<file path="config.mk">
export PLATFORM = sky130hd
export DESIGN_NAME = tcd_ctrl
export DESIGN_NICKNAME = d
export VERILOG_FILES = /design/src/verilog/tcd_pkg.sv /design/src/verilog/tcd_ctrl.sv
export VERILOG_INCLUDE_DIRS = /design/src /design/src/verilog
export SDC_FILE = /design/constraint.sdc
export NUM_CORES = 1
export LEC_CHECK = 0
export BUFFER_PORTS_ARGS = -buffer_cell sky130_fd_sc_hd__buf_2
export CORE_MARGIN = 4
export CORE_UTILIZATION = 45
export DETAILED_ROUTE_END_ITERATION = 6
export PLACE_DENSITY = 0.67
export SLEW_MARGIN = 10
export SYNTH_ARGS = -nofsm -noshare
export SYNTH_HDL_FRONTEND = slang
export SYNTH_SLANG_ARGS = --single-unit
</file>
<file path="constraint.sdc">
create_clock -name clk_sys -period 2.1 [get_ports clk_sys]
set_input_delay 0.42 -clock clk_sys [delete_from_list [all_inputs] [get_ports clk_sys]]
set_output_delay 0.42 -clock clk_sys [all_outputs]
set_load 0.05 [all_outputs]
</file>
<file path="src/verilog/tcd_consts.svh">
// constant values for the terminal character decode and link control block
`ifndef TCD_CONSTS_SVH
`define TCD_CONSTS_SVH

// ------------------------------------------------------------------
// timing
// ------------------------------------------------------------------
`define TCD_CLK_HZ        50000000
`define TCD_BREAK_MS      500
`define TCD_ALARM_MS      500
`define TCD_SCLK_HZ       153600
`define TCD_BREAK_CYC     ((`TCD_CLK_HZ / 1000) * `TCD_BREAK_MS)
`define TCD_ALARM_CYC     ((`TCD_CLK_HZ / 1000) * `TCD_ALARM_MS)
`define TCD_SCLK_DIV      (`TCD_CLK_HZ / `TCD_SCLK_HZ)
`define TCD_BIT_TICKS     16

// ------------------------------------------------------------------
// character codes
// ------------------------------------------------------------------
`define TCD_CH_STX        7'h02
`define TCD_CH_ETX        7'h03
`define TCD_CH_EOT        7'h04
`define TCD_CH_ACK        7'h06
`define TCD_CH_BEL        7'h07
`define TCD_CH_LF         7'h0a
`define TCD_CH_VT         7'h0b
`define TCD_CH_FF         7'h0c
`define TCD_CH_CR         7'h0d
`define TCD_CH_DLE        7'h10
`define TCD_CH_DC2        7'h12
`define TCD_CH_DC4        7'h14
`define TCD_CH_NAK        7'h15
`define TCD_CH_HOME       7'h19
`define TCD_CH_SUB        7'h1a
`define TCD_CH_DEL        7'h7f

// ------------------------------------------------------------------
// register map and fields
// ------------------------------------------------------------------
`define TCD_REG_CFG       4'h0
`define TCD_REG_STAT      4'h4
`define TCD_REG_CURS      4'h8
`define TCD_CFG_RESET     7'h00
`define TCD_CFG_W         7
`define TCD_STAT_LOCK     0
`define TCD_STAT_PRINT    1
`define TCD_STAT_TRANSMIT_PERMITTED    2
`define TCD_STAT_RTS      3
`define TCD_STAT_BREAK    4
`define TCD_STAT_KPEND    5
`define TCD_STAT_ALARM    6
`define TCD_CURS_COL_LSB  8

`endif

</file>
<file path="src/verilog/tcd_pkg.sv">
// types shared by the terminal character decode and link control block
`default_nettype none
package tcd_pkg;

  typedef struct packed {
    logic reverse_chan;
    logic echo_suppress;
    logic break_unlock;
    logic lock_enable;
    logic half_duplex_sel;
    logic auto_lf;
    logic roll;
  } tcd_cfg_t;

  typedef struct packed {
    logic       ctrl;
    logic [3:0] quad;
    logic [7:0] sel;
  } tcd_dec_t;

  typedef enum logic [2:0] {
    TCD_ADDR_IDLE = 3'b001,
    TCD_ADDR_ROW  = 3'b010,
    TCD_ADDR_COL  = 3'b100
  } tcd_addr_st_t;

endpackage : tcd_pkg
`default_nettype wire
</file>
<file path="src/verilog/tcd_ctrl.sv">
// character decode, cursor control and serial link control of the terminal front end
//
// The address map and the plain strobed port were left to the implementer.
`timescale 1ns/1ps
`default_nettype none
`include "tcd_consts.svh"

module tcd_ctrl #(
  parameter int unsigned BREAK_CYC = `TCD_BREAK_CYC,
  parameter int unsigned ALARM_CYC = `TCD_ALARM_CYC,
  parameter int unsigned SCLK_DIV  = `TCD_SCLK_DIV
) (
  input  wire logic        clk_sys,
  input  wire logic        rst,
  // register port
  input  wire logic [3:0]  reg_addr,
  input  wire logic [31:0] reg_wdata,
  input  wire logic        reg_wr,
  input  wire logic        reg_rd,
  output var  logic [31:0] reg_rdata,
  // received characters from the receiver
  input  wire logic [6:0]  rx_char,
  input  wire logic        rx_valid,
  input  wire logic        erase_active,
  output var  logic        input_char_strobe,
  output var  logic        mem_access_n,
  output var  logic [6:0]  mem_char,
  output var  logic        row_address_load_n,
  output var  logic        column_address_load_n,
  output var  logic [4:0]  cursor_row,
  output var  logic [6:0]  cursor_col,
  output var  logic        cursor_forward_pulse_n,
  output var  logic        cursor_back_pulse_n,
  output var  logic        cursor_up_pulse_n,
  output var  logic        cursor_down_pulse_n,
  output var  logic        cursor_home_pulse_n,
  output var  logic        carriage_return_pulse,
  output var  logic        screen_erase_pulse,
  output var  logic        erase_autolf_force,
  output var  logic        alarm_out,
  // keyboard and transmitter
  input  wire logic        key_strobe,
  input  wire logic [6:0]  key_char,
  input  wire logic        break_key,
  input  wire logic        tx_buffer_empty,
  input  wire logic        end_of_char,
  input  wire logic        uart_tx_serial,
  output var  logic        send_request_n,
  output var  logic        tx_load,
  output var  logic [6:0]  tx_char,
  // modem and serial lines
  input  wire logic        clear_to_send_in,
  input  wire logic        carrier_detect_in,
  input  wire logic        secondary_line_detect,
  input  wire logic        eia_rx_in,
  output var  logic        request_to_send_out,
  output var  logic        secondary_send_request,
  output var  logic        transmit_permitted,
  output var  logic        eia_tx_out,
  output var  logic        uart_rx_serial,
  output var  logic        printer_out
);

  // ------------------------------------------------------------------
  // decode helpers
  // ------------------------------------------------------------------
  function automatic tcd_pkg::tcd_dec_t tcd_decode(input logic [6:0] c);
    tcd_pkg::tcd_dec_t d;
    d      = '0;
    d.ctrl = (c[6:5] == 2'b00);
    d.quad = 4'h1 << c[4:3];
    d.sel  = d.ctrl ? (8'h01 << c[2:0]) : 8'h00;
    return d;
  endfunction : tcd_decode

  function automatic logic tcd_is(input tcd_pkg::tcd_dec_t d, input logic [6:0] code);
    return d.ctrl && d.quad[code[4:3]] && d.sel[code[2:0]] && (code[6:5] == 2'b00);
  endfunction : tcd_is

  // ------------------------------------------------------------------
  // pin synchronisers
  // ------------------------------------------------------------------
  logic [5:0] pin_s1_q;
  logic [5:0] pin_s2_q;
  always_ff @(posedge clk_sys) begin
    if (rst) begin
      // idle pin levels, so no false key or break edge follows reset
      pin_s1_q <= 6'h01;
      pin_s2_q <= 6'h01;
    end else begin
      pin_s1_q <= {key_strobe, break_key, clear_to_send_in, carrier_detect_in, secondary_line_detect, eia_rx_in};
      pin_s2_q <= pin_s1_q;
    end
  end
  logic key_s, brk_s, cts_s, car_s, sec_s, eia_s;
  assign {key_s, brk_s, cts_s, car_s, sec_s, eia_s} = pin_s2_q;

  // ------------------------------------------------------------------
  // configuration register
  // ------------------------------------------------------------------
  tcd_pkg::tcd_cfg_t cfg_q;
  always_ff @(posedge clk_sys) begin
    if (rst) cfg_q <= `TCD_CFG_RESET;
    else if (reg_wr && reg_addr == `TCD_REG_CFG) cfg_q <= reg_wdata[`TCD_CFG_W-1:0];
  end

  // ------------------------------------------------------------------
  // sample clock and bit clock (sample clock over 16)
  // ------------------------------------------------------------------
  logic [15:0] sclk_cnt_q;
  logic [3:0]  bit_cnt_q;
  logic        sclk_tick;
  logic        bit_tick;
  assign sclk_tick = (sclk_cnt_q == 16'(SCLK_DIV - 1));
  assign bit_tick  = sclk_tick && (bit_cnt_q == 4'(`TCD_BIT_TICKS - 1));
  always_ff @(posedge clk_sys) begin
    if (rst) begin
      sclk_cnt_q <= 16'h0000;
      bit_cnt_q  <= 4'h0;
    end else begin
      sclk_cnt_q <= sclk_tick ? 16'h0000 : sclk_cnt_q + 16'h0001;
      if (sclk_tick) bit_cnt_q <= bit_cnt_q + 4'h1;
    end
  end

  // ------------------------------------------------------------------
  // received character screening
  // ------------------------------------------------------------------
  tcd_pkg::tcd_dec_t rx_dec;
  tcd_pkg::tcd_addr_st_t addr_st_q;
  logic is_del, strobe_ok, access;
  assign rx_dec    = tcd_decode(rx_char);
  assign is_del    = (rx_char == `TCD_CH_DEL);
  assign strobe_ok = rx_valid && !is_del && addr_st_q == tcd_pkg::TCD_ADDR_IDLE;
  // unsupported control codes fall through every match below and only raise input_char_strobe
  assign access    = strobe_ok && !rx_dec.ctrl;

  always_ff @(posedge clk_sys) begin
    if (rst) begin
      addr_st_q <= tcd_pkg::TCD_ADDR_IDLE;
    end else if (rx_valid) begin
      unique case (addr_st_q)
        tcd_pkg::TCD_ADDR_IDLE: begin
          if (tcd_is(rx_dec, `TCD_CH_VT)) addr_st_q <= tcd_pkg::TCD_ADDR_ROW;
          else if (tcd_is(rx_dec, `TCD_CH_DLE)) addr_st_q <= tcd_pkg::TCD_ADDR_COL;
        end
        tcd_pkg::TCD_ADDR_ROW: addr_st_q <= tcd_pkg::TCD_ADDR_IDLE;
        tcd_pkg::TCD_ADDR_COL: addr_st_q <= tcd_pkg::TCD_ADDR_IDLE;
      endcase
    end
  end

  always_ff @(posedge clk_sys) begin
    if (rst) begin
      cursor_row            <= 5'h00;
      cursor_col            <= 7'h00;
      row_address_load_n    <= 1'b1;
      column_address_load_n <= 1'b1;
    end else begin
      row_address_load_n    <= !(rx_valid && addr_st_q == tcd_pkg::TCD_ADDR_ROW);
      column_address_load_n <= !(rx_valid && addr_st_q == tcd_pkg::TCD_ADDR_COL);
      if (rx_valid && addr_st_q == tcd_pkg::TCD_ADDR_ROW) cursor_row <= rx_char[4:0];
      if (rx_valid && addr_st_q == tcd_pkg::TCD_ADDR_COL) cursor_col <= rx_char;
    end
  end

  // ------------------------------------------------------------------
  // memory access and cursor pulses
  // ------------------------------------------------------------------
  logic home_wrap_q;
  logic roll_up;
  assign roll_up = home_wrap_q && sclk_tick;
  always_ff @(posedge clk_sys) begin
    if (rst) home_wrap_q <= 1'b0;
    else if (strobe_ok && tcd_is(rx_dec, `TCD_CH_HOME) && cfg_q.roll) home_wrap_q <= 1'b1;
    else if (sclk_tick) home_wrap_q <= 1'b0;
  end

  always_ff @(posedge clk_sys) begin
    if (rst) begin
      input_char_strobe      <= 1'b0;
      mem_access_n           <= 1'b1;
      mem_char               <= 7'h00;
      cursor_forward_pulse_n <= 1'b1;
      cursor_back_pulse_n    <= 1'b1;
      cursor_up_pulse_n      <= 1'b1;
      cursor_down_pulse_n    <= 1'b1;
      cursor_home_pulse_n    <= 1'b1;
      carriage_return_pulse  <= 1'b0;
      screen_erase_pulse     <= 1'b0;
      erase_autolf_force     <= 1'b0;
    end else begin
      input_char_strobe      <= strobe_ok;
      mem_access_n           <= !access;
      // lower-case columns fold onto the upper-case columns
      if (access) mem_char   <= {rx_char[6], rx_char[5] & ~rx_char[6], rx_char[4:0]};
      cursor_forward_pulse_n <= !(access || (strobe_ok && tcd_is(rx_dec, `TCD_CH_ACK)));
      cursor_back_pulse_n    <= !(strobe_ok && tcd_is(rx_dec, `TCD_CH_NAK));
      cursor_up_pulse_n      <= !((strobe_ok && tcd_is(rx_dec, `TCD_CH_SUB)) || roll_up);
      cursor_down_pulse_n    <= !(strobe_ok && tcd_is(rx_dec, `TCD_CH_LF));
      cursor_home_pulse_n    <= !(strobe_ok && tcd_is(rx_dec, `TCD_CH_HOME));
      carriage_return_pulse  <= strobe_ok && tcd_is(rx_dec, `TCD_CH_CR);
      screen_erase_pulse     <= strobe_ok && tcd_is(rx_dec, `TCD_CH_FF);
      erase_autolf_force     <= cfg_q.auto_lf || erase_active;
    end
  end

  // ------------------------------------------------------------------
  // break pulse and alarm
  // ------------------------------------------------------------------
  logic        brk_prev_q, break_q, brk_rise, brk_end;
  logic [31:0] brk_cnt_q;
  logic [31:0] alarm_cnt_q;
  assign brk_rise = brk_s && !brk_prev_q && !break_q;
  assign brk_end  = break_q && brk_cnt_q == 32'h1;
  always_ff @(posedge clk_sys) begin
    if (rst) begin
      brk_prev_q <= 1'b0;
      break_q    <= 1'b0;
      brk_cnt_q  <= 32'h0;
    end else begin
      brk_prev_q <= brk_s;
      if (brk_rise) begin
        break_q   <= 1'b1;
        brk_cnt_q <= BREAK_CYC;
      end else if (break_q) begin
        brk_cnt_q <= brk_cnt_q - 32'h1;
        if (brk_end) break_q <= 1'b0;
      end
    end
  end

  always_ff @(posedge clk_sys) begin
    if (rst) begin
      alarm_cnt_q <= 32'h0;
      alarm_out   <= 1'b0;
    end else if (strobe_ok && tcd_is(rx_dec, `TCD_CH_BEL)) begin
      alarm_cnt_q <= ALARM_CYC;
      alarm_out   <= 1'b1;
    end else if (alarm_cnt_q != 32'h0) begin
      alarm_cnt_q <= alarm_cnt_q - 32'h1;
      alarm_out   <= alarm_cnt_q != 32'h1;
    end
  end

  // ------------------------------------------------------------------
  // keyboard lock and printer enable
  // ------------------------------------------------------------------
  logic lock_q, print_q;
  always_ff @(posedge clk_sys) begin
    if (rst) begin
      lock_q  <= 1'b0;
      print_q <= 1'b0;
    end else begin
      if (!cfg_q.lock_enable) lock_q <= 1'b0;
      else if (strobe_ok && tcd_is(rx_dec, `TCD_CH_EOT)) lock_q <= 1'b1;
      else if (strobe_ok && tcd_is(rx_dec, `TCD_CH_STX)) lock_q <= 1'b0;
      else if (brk_rise && cfg_q.break_unlock) lock_q <= 1'b0;
      if (strobe_ok && tcd_is(rx_dec, `TCD_CH_DC2)) print_q <= 1'b1;
      else if (strobe_ok && tcd_is(rx_dec, `TCD_CH_DC4)) print_q <= 1'b0;
    end
  end

  // ------------------------------------------------------------------
  // keystroke, request-to-send and character release
  // ------------------------------------------------------------------
  logic key_prev_q, key_pend_q, term_q, drop_q, rts_q, nontx_q, tx_perm;
  logic key_take, key_go, rts_fall;
  logic autolf_eff;
  tcd_pkg::tcd_dec_t key_dec;
  assign tx_perm    = !cfg_q.reverse_chan || !nontx_q;
  assign key_take   = key_s && !key_prev_q && !key_pend_q && !lock_q && tx_perm;
  assign key_go     = key_pend_q && cts_s && tx_buffer_empty;
  assign key_dec    = tcd_decode(tx_char);
  assign autolf_eff = cfg_q.auto_lf || erase_active;
  assign rts_fall   = drop_q && bit_tick;

  always_ff @(posedge clk_sys) begin
    if (rst) begin
      key_prev_q     <= 1'b0;
      key_pend_q     <= 1'b0;
      tx_char        <= 7'h00;
      tx_load        <= 1'b0;
      send_request_n <= 1'b1;
    end else begin
      key_prev_q     <= key_s;
      send_request_n <= !key_take;
      tx_load        <= key_go;
      if (key_take) begin
        key_pend_q <= 1'b1;
        tx_char    <= key_char;
      end else if (key_go) begin
        key_pend_q <= 1'b0;
      end
    end
  end

  always_ff @(posedge clk_sys) begin
    if (rst) begin
      rts_q  <= 1'b0;
      term_q <= 1'b0;
      drop_q <= 1'b0;
    end else begin
      if (key_take) rts_q <= 1'b1;
      else if (rts_fall) rts_q <= 1'b0;
      if (key_go) term_q <= tcd_is(key_dec, `TCD_CH_ETX) ||
                            (autolf_eff && tcd_is(key_dec, `TCD_CH_CR)) ||
                            (!autolf_eff && tcd_is(key_dec, `TCD_CH_LF));
      if (end_of_char && term_q) begin
        drop_q <= 1'b1;
        term_q <= 1'b0;
      end else if (rts_fall) drop_q <= 1'b0;
    end
  end

  // ------------------------------------------------------------------
  // reverse channel permission
  // ------------------------------------------------------------------
  logic arm_q, car_low_q;
  always_ff @(posedge clk_sys) begin
    if (rst) begin
      nontx_q   <= 1'b1;
      arm_q     <= 1'b0;
      car_low_q <= 1'b0;
    end else begin
      if (brk_rise || rts_fall) begin
        nontx_q   <= 1'b1;
        arm_q     <= 1'b0;
        car_low_q <= 1'b0;
      end else begin
        if (brk_end) arm_q <= 1'b1;
        if (arm_q && !car_s) car_low_q <= 1'b1;
        if (car_low_q && sec_s) begin
          nontx_q   <= 1'b0;
          arm_q     <= 1'b0;
          car_low_q <= 1'b0;
        end
      end
    end
  end

  // ------------------------------------------------------------------
  // serial line steering
  // ------------------------------------------------------------------
  logic ext_rx, merged_rx;
  // mark is high, so an and merges the spaces of both streams
  assign ext_rx    = (cfg_q.echo_suppress && cfg_q.half_duplex_sel && rts_q) ? 1'b1 : eia_s;
  assign merged_rx = ext_rx && (!cfg_q.half_duplex_sel || uart_tx_serial);
  always_ff @(posedge clk_sys) begin
    if (rst) begin
      eia_tx_out             <= 1'b1;
      uart_rx_serial         <= 1'b1;
      printer_out            <= 1'b1;
      request_to_send_out    <= 1'b0;
      secondary_send_request <= 1'b1;
      transmit_permitted     <= 1'b1;
    end else begin
      eia_tx_out             <= uart_tx_serial && !break_q;
      uart_rx_serial         <= merged_rx;
      printer_out            <= print_q ? merged_rx : 1'b1;
      request_to_send_out    <= rts_q;
      secondary_send_request <= !break_q;
      transmit_permitted     <= tx_perm;
    end
  end

  // ------------------------------------------------------------------
  // register read port
  // ------------------------------------------------------------------
  always_ff @(posedge clk_sys) begin
    if (rst) begin
      reg_rdata <= 32'h0;
    end else if (reg_rd) begin
      unique case (reg_addr)
        `TCD_REG_CFG:  reg_rdata <= {25'h0, cfg_q};
        `TCD_REG_STAT: reg_rdata <= {25'h0, alarm_out, key_pend_q, break_q, rts_q, tx_perm, print_q, lock_q};
        `TCD_REG_CURS: reg_rdata <= {17'h0, cursor_col, 3'h0, cursor_row};
        default:       reg_rdata <= 32'h0;
      endcase
    end else begin
      reg_rdata <= 32'h0;
    end
  end

endmodule : tcd_ctrl
`default_nettype wire

</file>
-- After elaboration in Yosys (flattened, before gate mapping)
Cells that the tools add are included.
W data, S select, Z words.
- add/subtract/negate cells: 4
- multiply operators: 0
- divide/modulo/power cells: 0
- order comparisons: 0
- eq/ne operators: 11
- shift-type cells: 4
- muxes and demuxes: 28
- bitwise gates (word level): 5
- reduce and logical (&&, ||, !) cells: 116
- operators with widths (cell ; number):
    $mux W25 ; 4
    $logic_and A1 B1 Y1 ; 64
    $sub A32 B1 Y32 const B ; 2
    $pmux W15 S3 ; 1
    $eq A32 B1 Y1 const B ; 1
    $ne A32 B1 Y1 const B ; 1
    $reduce_bool A32 Y1 ; 1
    $logic_not A1 Y1 ; 21
    $mux W1 ; 18
    $reduce_or A2 Y1 ; 9
    $add A16 B1 Y16 const B ; 1
    $eq A16 B9 Y1 const B ; 1
    $reduce_bool A2 Y1 ; 7
    $eq A4 B4 Y1 const B ; 2
    $logic_or A1 B1 Y1 ; 8
    $mux W8 ; 1
    $shl A1 B3 Y8 const A ; 1
    $eq A7 B7 Y1 const B ; 1
    $mux W3 ; 2
    $mux W6 ; 1
    $pmux W3 S2 ; 1
    $shl A1 B3 Y6 const A ; 1
    $add A4 B1 Y4 const B ; 1
    $eq A4 B3 Y1 const B ; 1
    other kinds (13) ; 17
- register bits after elaboration: 198
- bits in latches: 0
- bits in writable memories: 0
- memory bits (read-only): 0
- bits of input ports: 65
- word-level logic and storage cells: 223
- memories kept: 0

-- Depth between registers and ports, before layout
Gate-level depths: netlist of run 1.
- depth in word-level cells: 7
- depth in mapped cells: 9

-- Worst setup path before layout of run 1
No wires, ideal clock.
- path type: input port to flip-flop
- start: input rx_char[4]
- end: register alarm_cnt_q[0]
- setup time: 128 ps
- data arrival time: 1759 ps
- setup slack: 214 ps
- stages on the path: 6
- path buffers: 3
- cells stage by stage: buf_2 nor4_2 a31o_2 buf_2 buf_1 nor2_1
- word-level cells in the longest chain between the ends: 6
- elaborated cells on any way between the ends: 9
- those cells by class: eq/ne (1); shift (1); reduce/logical (7)
- RTL lines (item ; line ; RTL):
    from (decl) ; tcd_ctrl.sv:22 ; input wire logic [6:0] rx_char,
    $eq A7 B7 Y1 (no line) ; - ;
    $logic_not A1 Y1 ; tcd_ctrl.sv:134 ; assign strobe_ok = rx_valid && !is_del && addr_st_q == tcd_pkg::TCD_ADDR_IDLE;
    $logic_and A1 B1 Y1 (2 in series) ; tcd_ctrl.sv:134 ;
    $logic_and A1 B1 Y1 (*) ; tcd_ctrl.sv:237 ; end else if (strobe_ok && tcd_is(rx_dec, `TCD_CH_BEL)) begin
    $reduce_or A2 Y1 (no line) (*) ; - ;
    to (signal assigned) ; tcd_ctrl.sv:241 ; alarm_cnt_q <= alarm_cnt_q - 32'h1;
    to (decl) ; tcd_ctrl.sv:213 ; logic [31:0] alarm_cnt_q;
Every way passes the cells marked *; elsewhere a longest branch is shown, timed or not.
A chain may end at the register's enable or synchronous reset.

-- Worst setup path after layout of run 1
- start: register brk_cnt_q[5]
- end: register brk_cnt_q[13]
- word-level cells in the longest chain between the ends: 3
- RTL lines (item ; line ; RTL):
    from (decl) ; tcd_ctrl.sv:212 ; logic [31:0] brk_cnt_q;
    from (signal assigned) ; tcd_ctrl.sv:227 ; brk_cnt_q <= brk_cnt_q - 32'h1;
    $sub A32 B1 Y32 ; tcd_ctrl.sv:227 ;
    $mux W25 ; tcd_ctrl.sv:226 ; end else if (break_q) begin
    $mux W25 ; tcd_ctrl.sv:223 ; if (brk_rise) begin
No other way between the ends. The select of a mux whose other input is x is not followed.

==> key figures, run 1 <==
Run status
  – Status: finished clean

Power and ir drop
  – Total power: 10.47 mW
  – Static leakage: 3.650 nW
  – Worst IR Drop VDD: 0.6673 mV
  – PwrDens: 1150 mW/mm^2

Floorplanning
  – Core footprint: 0.01664 mm^2
  – Die area: 0.01920 mm^2
  – Starting Density: 0.4610
  – Die width: 138.6 um
  – Die height: 138.6 um
  – # IOs: 144
  – Cell row count: 47

GRT
  – Global-route wire length before repair: 30020 um
  – Global Route Usage Sum: 0.1881
  – Largest net degree at the start of global routing: 46
  – Vias in the first global route: 6045
  – Initial antenna violation count: 0
  – Final global-route overflow total: 0

Clocking
  – Clock sinks: 180
  – Clk root buf: clkbuf_16
  – Clock transition at the registers of the reported paths: 0.08 ns
  – Htree depth: 4
  – CTS Buf Count: 17
  – Clk_lat worst skew: 0.44 ns
  – Clk buf depth: 2
  – Postcts setup bufs: 0
  – CTS Hold Bufs: 0
  – CTS tree: built

Timing
  – Worst Skew: 0.01343 ns
  – Relative slew slack: 0.5619
  – Final worst slack: 0.1210 ns
  – Final setup vio count: 0
  – Final Max Slew Viols: 0
  – Setup TNS: 0 ns
  – RSZ-0062 raised after global routing: yes
  – Worst Tran Pin Value: 0.6541 ns
  – Fin crit share: 0.9424
  – Hold Fails Final Rpt: 0
  – Min Tclk post-route: 1.979 ns
  – F_max: 0.5053 GHz

Synthesis
  – Mapped Area: 0.007672 mm^2
  – Ys async rst share: 0
  – Ys Warns: 0
  – Avg Cell Area, Syn: 9.090 um^2
  – Seq/Total Area, Yosys: 0.4697
  – Post-synth EDFFs: 0
  – Gate Count Post-Synth: 844
  – Top_reg_cell synth: dfxtp_1
  – Flops & latches, synth: 180
  – Cell variety after synth: 62

Worst setup path
  – Crit path cell chain: or4_1, or3_1, nor2_1, a211oi_1, a311oi_1
  – Worst setup SP type: flip-flop
  – Worst Path Required: 2.45 ns
  – WS Path Type: flip-flop to flip-flop
  – Worst path arrival time: 2.33 ns
  – Worst setup EP type: flip-flop
  – Crit-path slowest cell: or4_1
  – Slowest Stage Delay on Critical Path: 0.56 ns
  – Crit Path Max Fanout: 6

Layout
  – Final core occ: 0.5472
  – Multi-input gate area in the final layout: 0.003761 mm^2
  – Register Area: 0.003603 mm^2
  – Layout cells sized above 1: 0.2078
  – Fillers: 1552
  – Area Overhead vs Synth: 18.69%
  – Final-stage net count: 1032
  – # diodes: 0

Detailed routing
  – Routed Wire Length: 17910 um
  – DR vias: 6356
  – Routed wl met3: 867 um
  – Drt pass-1 iters: 4
  – Final ANT Viol Nets: 0
  – DRT met1 WL: 8536 um
  – Top Layer Used: met4
  – Drt wl/cell: 15.02 um
  – Vias/cell: 5.332
  – DRC Markers: 0
  – Routed met2 length: 8310 um
  – Drt initial violations: 283

Min path
  – Worst min path class: input port to flip-flop

Placement
  – Pre-CTS setup slack: 0.1117 ns
  – Gpl congestion: 0.8454
  – # port buffers: 100
  – Hpwl dp: 12790 um

Flow run
  – Max-cap violations: 0
==> flip-flops by register name, indices dropped and copies added (netlist names), 3 cells and up <==
name / cells
addr_st_q: 3
bit_cnt_q: 4
mem_char: 7
reg_rdata: 14
pin_s1_q: 6
tx_char: 7
cursor_row: 5
cfg_q: 7
alarm_cnt_q: 32
pin_s2_q: 6
brk_cnt_q: 32
sclk_cnt_q: 16
cursor_col: 7
==> metal layers <==
layer | GRT usage | vias to the layer above
li1 | - | 3221
met1 | 0.2531 | 3012
met2 | 0.2993 | 109
met5 | 0 | -
met4 | 0.05044 | 0
met3 | 0.05241 | 14
==> cells in the mapped netlist, drive strengths merged (13+ instances only) <==
cell / number / area, um^2
dfxtp: 180 / 3603
nor2: 114 / 427.9
nand2: 51 / 193.9
a21oi: 37 / 185.2
mux2i: 35 / 350.3
buf: 31 / 198.9
nor3: 29 / 145.1
clkbuf: 27 / 101.4
nand3: 26 / 130.1
xnor2: 25 / 219.0
nor4: 24 / 226.5
or3: 23 / 143.9
inv: 20 / 75.07
or4: 19 / 142.6
a211oi: 15 / 112.6
a31oi: 15 / 93.84
nor2b: 15 / 93.84
or2: 15 / 93.85
o31ai: 14 / 105.1
o21ai: 13 / 65.06
==> final cells by class <==
cell class,count,share of cell area
clock buffer,17,0.04672
clock inverter,15,0.01896
inverter,20,0.008244
multi-input combinational,603,0.4130
sequential,180,0.3957
tap,220,0.03023
timing repair buffer,137,0.08711
==> logic make-up after synthesis <==
group / after synthesis / share of synthesized area
adder cells (fa/ha/maj): 8 / 0.01305
flip-flops: 180 / 0.4697
other: 1 / 0.0004888
multiplexers: 36 / 0.04713
AO/OA/AOI/OAI: 126 / 0.1083
XOR/XNOR: 37 / 0.04224
buffers and inverters: 78 / 0.04892
AND/OR/NAND/NOR: 378 / 0.2702
==> report_power, final <==
group          total [mW]  switching [mW]  internal (mW)
combinational        3.25            1.95           1.30
clock                3.19            1.57           1.62
sequential           4.03           0.308           3.72
total                10.5            3.83           6.64
==> layout by cell type (no fill, tap or decap), types with 4 or more instances in the layout <==
| cell | n |
|---|---|
| a211oi_1 | 15 |
| a21oi_1 | 37 |
| a311oi_1 | 5 |
| a31oi_1 | 15 |
| and2_1 | 8 |
| and3_1 | 7 |
| buf_2 | 99 |
| buf_4 | 37 |
| clkbuf_16 | 17 |
| conb_1 | 18 |
| dfxtp_1 | 180 |
| ha_1 | 8 |
| inv_1 | 20 |
| inv_8 | 8 |
| mux2i_1 | 35 |
| nand2_1 | 50 |
| nand2b_1 | 10 |
| nand3_1 | 26 |
| nand4_1 | 7 |
| nand4b_1 | 7 |
| nor2_1 | 113 |
| nor2b_1 | 15 |
| nor3_1 | 29 |
| nor3b_1 | 4 |
| nor4_1 | 16 |
| nor4_2 | 5 |
| nor4b_1 | 6 |
| o21ai_0 | 12 |
| o31ai_1 | 14 |
| o41ai_1 | 6 |
| or2_2 | 13 |
| or3_1 | 23 |
| or4_1 | 19 |
| xnor2_1 | 25 |
| xor2_1 | 12 |
==> critical path, delay by kind of cell, from the launching register on <==
family / cells / cell delay, ns
flip-flops: 1 / 0.36
AO/OA/AOI/OAI: 2 / 0.35
AND/OR/NAND/NOR: 3 / 1.17
==> per-stage QoR <==
| stage | cells | hold WS, ns | area (um^2) |
|---|---|---|---|
| after detailed placement | 1160 | 0.4047 | 8504 |
| after floorplan | 861 | 0.3895 | 7736 |
| after global routing | 1192 | 0.1491 | 9106 |
| final | 1192 | 0.1590 | 9106 |
| after CTS | 1192 | 0.1438 | 9102 |
| after global placement | 1160 | 0.3968 | 8504 |
==> path summary, 6_finish.rpt <==
kind                                  start                         end  slack [ns]  depth (start not counted)
setup / recovery  brk_cnt_q[5]$_SDFFE_PP0P_  brk_cnt_q[13]$_SDFFE_PP0P_        0.12                          5
hold / removal                    eia_rx_in      pin_s1_q[0]$_SDFF_PP1_        0.16                          2
setup reg to reg  brk_cnt_q[5]$_SDFFE_PP0P_  brk_cnt_q[13]$_SDFFE_PP0P_        0.12                          5
hold reg to reg      pin_s1_q[0]$_SDFF_PP1_      pin_s2_q[0]$_SDFF_PP1_        0.42                          1
==> repair_timing <==
item,4_1_cts,5_1_grt
resized for setup,0,2
endpoints found under the setup margin,0,7
endpoints found under the hold margin,0,0
Note: power is estimated with default switching activity, not from simulation.
==> run 2, diff against run 1 <==
--- a/config.mk
+++ b/config.mk
@@ -6,11 +6,13 @@
 export SDC_FILE = /design/constraint.sdc
 export NUM_CORES = 1
 export LEC_CHECK = 0
+export ABC_AREA = 1
 export BUFFER_PORTS_ARGS = -buffer_cell sky130_fd_sc_hd__buf_2
 export CORE_MARGIN = 4
 export CORE_UTILIZATION = 45
 export DETAILED_ROUTE_END_ITERATION = 6
-export PLACE_DENSITY = 0.67
+export PLACE_DENSITY = 0.66
+export REMOVE_ABC_BUFFERS = 1
 export SLEW_MARGIN = 10
 export SYNTH_ARGS = -nofsm -noshare
 export SYNTH_HDL_FRONTEND = slang
==> run 2 against run 1 <==
Combinational power up 34%. Routed wire length rose by 20%. Clock skew decreased by 0.0012 ns. Sequential power grew 1%. Cell count is 31% higher. Clock-buffer cell count increased by 3. Critical path depth is 2 higher. Via count is 23% higher. First-iteration DRC count rose by 81%. Core utilization is 1.7 points lower. Final area increased by 5.2%.
==> key figures, run 2 <==
Floorplanning
  – Core footprint: 0.01809 mm^2 (+8.7%)
  – Cell row count: 49 (+4.3%)
  – Die area: 0.02077 mm^2 (+8.2%)
  – # IOs: 144 (unchanged)
  – Starting Density: 0.4610 (about the same)
  – Die height: 144.1 um (+4.0%)
  – Die width: 144.1 um (+4.0%)

Timing
  – Hold Fails Final Rpt: 0 (unchanged)
  – Fin crit share: 0.8763 (-0.06612)
  – Min Tclk post-route: 1.840 ns (-0.1388 ns)
  – Final worst slack: 0.2598 ns (+0.1388 ns)
  – Final Max Slew Viols: 0 (unchanged)
  – F_max: 0.5434 GHz (+7.5%)
  – Final setup vio count: 0 (unchanged)
  – Setup TNS: 0 ns (unchanged)
  – Worst Skew: 0.01224 ns (-0.001186 ns)
  – Hold slack: 0.1725 ns (+0.01352 ns)
  – Worst Tran Pin Value: 0.5735 ns (-0.08054 ns)
  – RSZ-0062 raised after global routing: no
  – Relative slew slack: 0.6141 (+0.05220)

Layout
  – # diodes: 0 (unchanged)
  – Final-stage net count: 1393 (+35%)
  – Commonest cells after routing, fill and taps aside: 241 x nand2_1, 214 x nor2_1, 180 x dfxtp_1
  – Largest regs: alarm_cnt_q x32, brk_cnt_q x32, sclk_cnt_q x16
  – Layout cells sized above 1: 0.1410 (-0.06678)
  – Area Overhead vs Synth: 14.92%
  – Most common cell after layout, fill and taps aside: nand2_1

GRT
  – Initial antenna violation count: 2 (+2)
  – Vias in the first global route: 7334 (+21%)
  – Global-route wire length before repair: 35180 um (+17%)
  – Largest net degree at the start of global routing: 31 (-33%)
  – Global Route Usage Sum: 0.2101 (+0.02192)
  – Final global-route overflow total: 0 (unchanged)

Synthesis
  – Cell variety after synth: 41 (-34%)
  – Cell with the most instances after synthesis: nand2_1
  – Post-synth EDFFs: 0 (unchanged)
  – Gate Count Post-Synth: 1214 (+44%)
  – Avg Cell Area, Syn: 6.868 um^2 (-24%)
  – Flops & latches, synth: 180 (unchanged)
  – Ys Warns: 0 (unchanged)
  – Ys async rst share: 0 (unchanged)
  – Top_reg_cell synth: dfxtp_1
  – Mapped Area: 0.008338 mm^2 (+8.7%)
  – Seq/Total Area, Yosys: 0.4322 (-0.03749)
  – Yosys top cell area share: 0.4322 (-0.03749)
  – Yosys top cell by area: dfxtp_1
  – Largest cells by area after synthesis: dfxtp_1 43%, nand2_1 11%, nor2_1 9.6%, inv_1 7.7%, nand3_1 5.2%
  – Synth cell count leaders: 241 x nand2_1, 214 x nor2_1, 180 x dfxtp_1

Worst setup path
  – Crit-path slowest cell: nand2_1
  – Crit path cell chain: inv_1, ha_1, nand3_1, nor2_1, nand2_1, nand2_1, nor3b_1
  – Worst setup EP type: flip-flop
  – Most frequent CP cell: nand2_1
  – WS Path Type: flip-flop to flip-flop
  – Worst path arrival time: 2.12 ns (-0.21 ns)
  – Worst path bufs/invs: 1 (+1)
  – Worst setup SP type: flip-flop
  – Slowest Stage Delay on Critical Path: 0.49 ns (-0.07 ns)
  – Crit Path Max Fanout: 16 (+10)
  – Worst Path Required: 2.38 ns (-0.07 ns)
  – Crit-path leading delay family: simple AND/OR/NAND/NOR gates

Clocking
  – CTS Hold Bufs: 0 (unchanged)
  – Clk root buf: clkbuf_16
  – Clock sinks: 180 (unchanged)
  – Postcts setup bufs: 0 (unchanged)
  – Clock transition at the registers of the reported paths: 0.07 ns (about the same)
  – CTS tree: built
  – Htree depth: 4 (unchanged)
  – CTS Buf Count: 17 (unchanged)
  – Clk buf depth: 2 (unchanged)
  – Clk_lat worst skew: 0.43 ns (about the same)
  – Post-CTS resize count: 0 (unchanged)

Placement
  – # port buffers: 100 (unchanged)
  – Hpwl dp: 16250 um (+27%)
  – Pre-CTS setup slack: 0.2070 ns (+0.09532 ns)
  – Gpl congestion: 0.8826 (+4.4%)

Min path
  – Worst min path class: input port to flip-flop

Detailed routing
  – Drt initial violations: 512 (+81%)
  – DR vias: 7790 (+23%)
  – Vias/cell: 4.987 (-6.5%)
  – Drt pass-1 iters: 5 (+1)
  – Routed Wire Length: 21420 um (+20%)
  – Final ANT Viol Nets: 0 (unchanged)
  – Drt wl/cell: 13.72 um (-8.7%)
  – DRC Markers: 0 (unchanged)

Power and ir drop
  – Worst IR Drop VDD: 0.8067 mV (+21%)
  – PwrDens: 1196 mW/mm^2 (+4.0%)
  – Static leakage: 4.425 nW (+21%)

Flow run
  – Max-cap violations: 0 (unchanged)

Run status
  – Status: finished clean
[run 2: cell count changes after synthesis, moves of 15 or more]
| cell | change |
|---|---|
| nand2_1 | +191 |
| inv_1 | +152 |
| nor2_1 | +100 |
| nand3_1 | +61 |
| a21oi_1 | +41 |
| o21ai_0 | +41 |
| mux2i_1 | -35 |
| or3_1 | -21 |
| xnor2_1 | -20 |
| or4_1 | -19 |
| nand4_1 | +17 |
| clkbuf_1 | -16 |
| nor2b_1 | -15 |
[run 2: layer usage]
layer  global-route usage  vias to the layer above  part of all wire
li1                     -                     4018                 -
met1               0.2770                     3562              0.46
met2               0.3459                      183              0.47
met3              0.05324                       23             0.058
met4              0.05253                        4             0.012
met5                    0                        -            0.0010
[run 2: final cells by class]
type                            instances  area [um^2]
Clock inverter                         12        96.34
Sequential cell                       180         3603
Clock buffer                           20        456.7
Timing Repair Buffer                  112        603.1
Fill cell                            1827         8504
Tap cell                              229        286.5
Inverter                              180        675.6
Multi-Input combinational cell        829         3860
[run 2: final timing paths]
| check | startpoint | to | slack, ns | cells past startpoint |
|---|---|---|---|---|
| setup / recovery | sclk_cnt_q[0]$_SDFF_PP0_ | sclk_cnt_q[12]$_SDFF_PP0_ | 0.26 | 7 |
| hold / removal | eia_rx_in | pin_s1_q[0]$_SDFF_PP1_ | 0.17 | 2 |
| setup reg to reg | sclk_cnt_q[0]$_SDFF_PP0_ | sclk_cnt_q[12]$_SDFF_PP0_ | 0.26 | 7 |
| hold reg to reg | pin_s1_q[5]$_SDFF_PP0_ | pin_s2_q[5]$_SDFF_PP0_ | 0.41 | 2 |
[run 2: cell families (layout without fill, tap and decap cells)]
group	Yosys count	count (layout)	synth area share
AOI/OAI and AO/OA	153	153	0.09904
adders and majority gates	8	8	0.01201
buffers and inverters	222	324	0.1125
DFF	180	180	0.4322
xor gates and xnor gates	13	13	0.01366
and+or+nand+nor	637	637	0.3301
other	1	18	0.0004497
[run 2: metrics by stage]
step | power (mW) | util | instance area [um^2] | std cells
2_1_floorplan | 7.370 | - | 8139 | 1189
3_5_place_dp | 8.427 | 0.4992 | 9029 | 1530
4_1_cts | 11.47 | 0.5298 | 9582 | 1562
5_1_grt | 12.31 | 0.5298 | 9582 | 1562
3_3_place_gp | 8.353 | 0.4992 | 9029 | 1530
6_report | 11.46 | 0.5298 | 9582 | 1562
[run 2: report_power, final]
part	leakage, nW	total, mW	internal [mW]	switching, mW
clock	0.272	3.03	1.60	1.43
sequential	1.47	4.08	3.78	0.305
combinational	2.69	4.35	1.36	2.99
total	4.43	11.5	6.74	4.72
==> run 3, diff against run 2 <==
--- a/config.mk
+++ b/config.mk
@@ -8,7 +8,7 @@
 export LEC_CHECK = 0
 export ABC_AREA = 1
 export BUFFER_PORTS_ARGS = -buffer_cell sky130_fd_sc_hd__buf_2
-export CORE_MARGIN = 4
+export CORE_MARGIN = 3
 export CORE_UTILIZATION = 45
 export DETAILED_ROUTE_END_ITERATION = 6
 export PLACE_DENSITY = 0.66
==> run 3 against run 2 <==
Clock-buffer cell count is 2 lower. Sequential power hardly changed. Cell count is 0.32% higher. Flip-flop and latch count stayed put. Total power is 0.49% higher. Non-clock buffer count is 4 higher. Core utilization is 0.28 points higher. Maximum frequency is 3.7% higher. Critical endpoint is now tx_char[0]$_SDFFE_PP0P_. Largest power group unchanged.
==> key figures, run 3 (synthesis results as in run 2) <==
Worst setup path
  – Worst setup SP type: flip-flop
  – Crit-path leading delay family: simple AND/OR/NAND/NOR gates
  – Crit-path slowest cell: o21ai_0
  – Crit Path Max Fanout: 10 (-6)
  – Worst Path Required: 2.41 ns (+0.03 ns)
  – Worst setup EP type: flip-flop
  – Crit path cell chain: inv_1, or2_2, nor2_1, nand3_1, o21ai_0, nor2_1
  – Most frequent CP cell: nor2_1
  – WS Path Type: flip-flop to flip-flop
  – Worst path bufs/invs: 1 (unchanged)
  – Worst path arrival time: 2.09 ns (-0.03 ns)
  – Slowest Stage Delay on Critical Path: 0.46 ns (-0.03 ns)

Clocking
  – CTS Hold Bufs: 0 (unchanged)
  – Htree depth: 4 (unchanged)
  – Clock sinks: 180 (unchanged)
  – CTS Buf Count: 17 (unchanged)
  – Clock transition at the registers of the reported paths: 0.07 ns (about the same)
  – Post-CTS resize count: 0 (unchanged)
  – Postcts setup bufs: 0 (unchanged)
  – CTS tree: built
  – Clk buf depth: 2 (unchanged)
  – Clk_lat worst skew: 0.44 ns (about the same)
  – Clk root buf: clkbuf_16

Timing
  – Hold Fails Final Rpt: 0 (unchanged)
  – Setup TNS: 0 ns (unchanged)
  – Min Tclk post-route: 1.775 ns (-0.06553 ns)
  – Relative slew slack: 0.6015 (-0.01260)
  – F_max: 0.5635 GHz (+3.7%)
  – Fin crit share: 0.8451 (-0.03120)
  – Worst Skew: 0.01447 ns (+0.002231 ns)
  – Final setup vio count: 0 (unchanged)
  – RSZ-0062 raised after global routing: no
  – Final Max Slew Viols: 0 (unchanged)
  – Worst Tran Pin Value: 0.5922 ns (+0.01872 ns)

Flow run
  – Max-cap violations: 0 (unchanged)

Floorplanning
  – Die height: 142.1 um (-1.4%)
  – Starting Density: 0.4610 (unchanged)
  – # IOs: 144 (unchanged)
  – Die area: 0.02020 mm^2 (-2.8%)
  – Cell row count: 49 (unchanged)
  – Die width: 142.1 um (-1.4%)
  – Core footprint: 0.01809 mm^2 (unchanged)

Detailed routing
  – Vias/cell: 4.939 (-0.96%)
  – Drt wl/cell: 13.39 um (-2.4%)
  – DRC Markers: 0 (unchanged)
  – Drt initial violations: 488 (-4.7%)
  – DR vias: 7740 (-0.64%)
  – Final ANT Viol Nets: 0 (unchanged)
  – Routed Wire Length: 20990 um (-2.0%)
  – Drt pass-1 iters: 5 (unchanged)

Layout
  – Commonest cells after routing, fill and taps aside: 241 x nand2_1, 214 x nor2_1, 180 x dfxtp_1
  – Fillers: 1824 (-0.16%)
  – Non-Filler Instances: 1567 (+0.32%)
  – Final-stage net count: 1397 (+0.29%)
  – Most common cell after layout, fill and taps aside: nand2_1
  – Area Overhead vs Synth: 15.52%
  – Register Area: 0.003603 mm^2 (unchanged)
  – Final core occ: 0.5325 (+0.002767)
  – Layout cells sized above 1: 0.1429 (+0.001822)
  – Largest regs: alarm_cnt_q x32, brk_cnt_q x32, sclk_cnt_q x16
  – Multi-input gate area in the final layout: 0.003860 mm^2 (unchanged)
  – Finished Cell Area: 0.009632 mm^2 (+0.52%)

Placement
  – Gpl congestion: 0.8562 (-3.0%)
  – Area of placed instances: 0.009059 mm^2 (+0.33%)
  – # port buffers: 100 (unchanged)
  – Hpwl dp: 15920 um (-2.1%)
  – Placed Instances: 1534 (+0.26%)

GRT
  – Final global-route overflow total: 0 (unchanged)
  – Largest net degree at the start of global routing: 24 (-23%)
  – Global-route wire length before repair: 34670 um (-1.5%)
  – Vias in the first global route: 7199 (-1.8%)
  – Global Route Usage Sum: 0.2122 (+0.002133)
  – Initial antenna violation count: 1 (-1)

Min path
  – Worst min path class: input port to flip-flop

Power and ir drop
  – Worst IR Drop VDD: 0.8610 mV (+6.7%)
  – Static leakage: 4.444 nW (+0.42%)
  – PwrDens: 1196 mW/mm^2 (about the same)

Run status
  – Status: finished clean
[run 3: power breakdown]
group	leakage (nW)	internal (mW)	switching, mW
clock network	0.273	1.67	1.46
logic	2.71	1.36	2.96
registers	1.47	3.78	0.295
[run 3: layer usage]
layer	routed length (um)	vias to the layer above	global-route usage
li1	-	4038	-
met1	10080	3510	0.2851
met2	9569	160	0.3396
met3	971	30	0.04805
met4	361	2	0.06919
met5	7	-	0
[run 3: per-stage QoR]
step / setup slack [ns] / power [mW] / hold slack [ns]
floorplan: 0.04243 / 7.370 / 0.3781
global placement: 0.3091 / 8.344 / 0.3910
detailed placement: 0.2537 / 8.403 / 0.3976
CTS: 0.2842 / 11.56 / 0.1654
global route: 0.1612 / 12.47 / 0.1662
finish: 0.3253 / 11.51 / 0.1763
[run 3: final timing paths]
check,startpoint,to,slack (ns),cells after the start
hold / removal,eia_rx_in,pin_s1_q[0]$_SDFF_PP1_,0.18,2
hold reg to reg,pin_s1_q[2]$_SDFF_PP0_,pin_s2_q[2]$_SDFF_PP0_,0.40,2
setup reg to reg,pin_s2_q[5]$_SDFF_PP0_,tx_char[0]$_SDFFE_PP0P_,0.33,6
setup / recovery,pin_s2_q[5]$_SDFF_PP0_,tx_char[0]$_SDFFE_PP0P_,0.33,6
[run 3: cell type report]
type	count	share of cell area
tap	229	0.02975
sequential	180	0.3741
timing repair buffer	116	0.06573
clock inverter	14	0.01468
clock buffer	18	0.04456
inverter	180	0.07015
multi-input combinational	829	0.4008
antenna	1	0.0002598
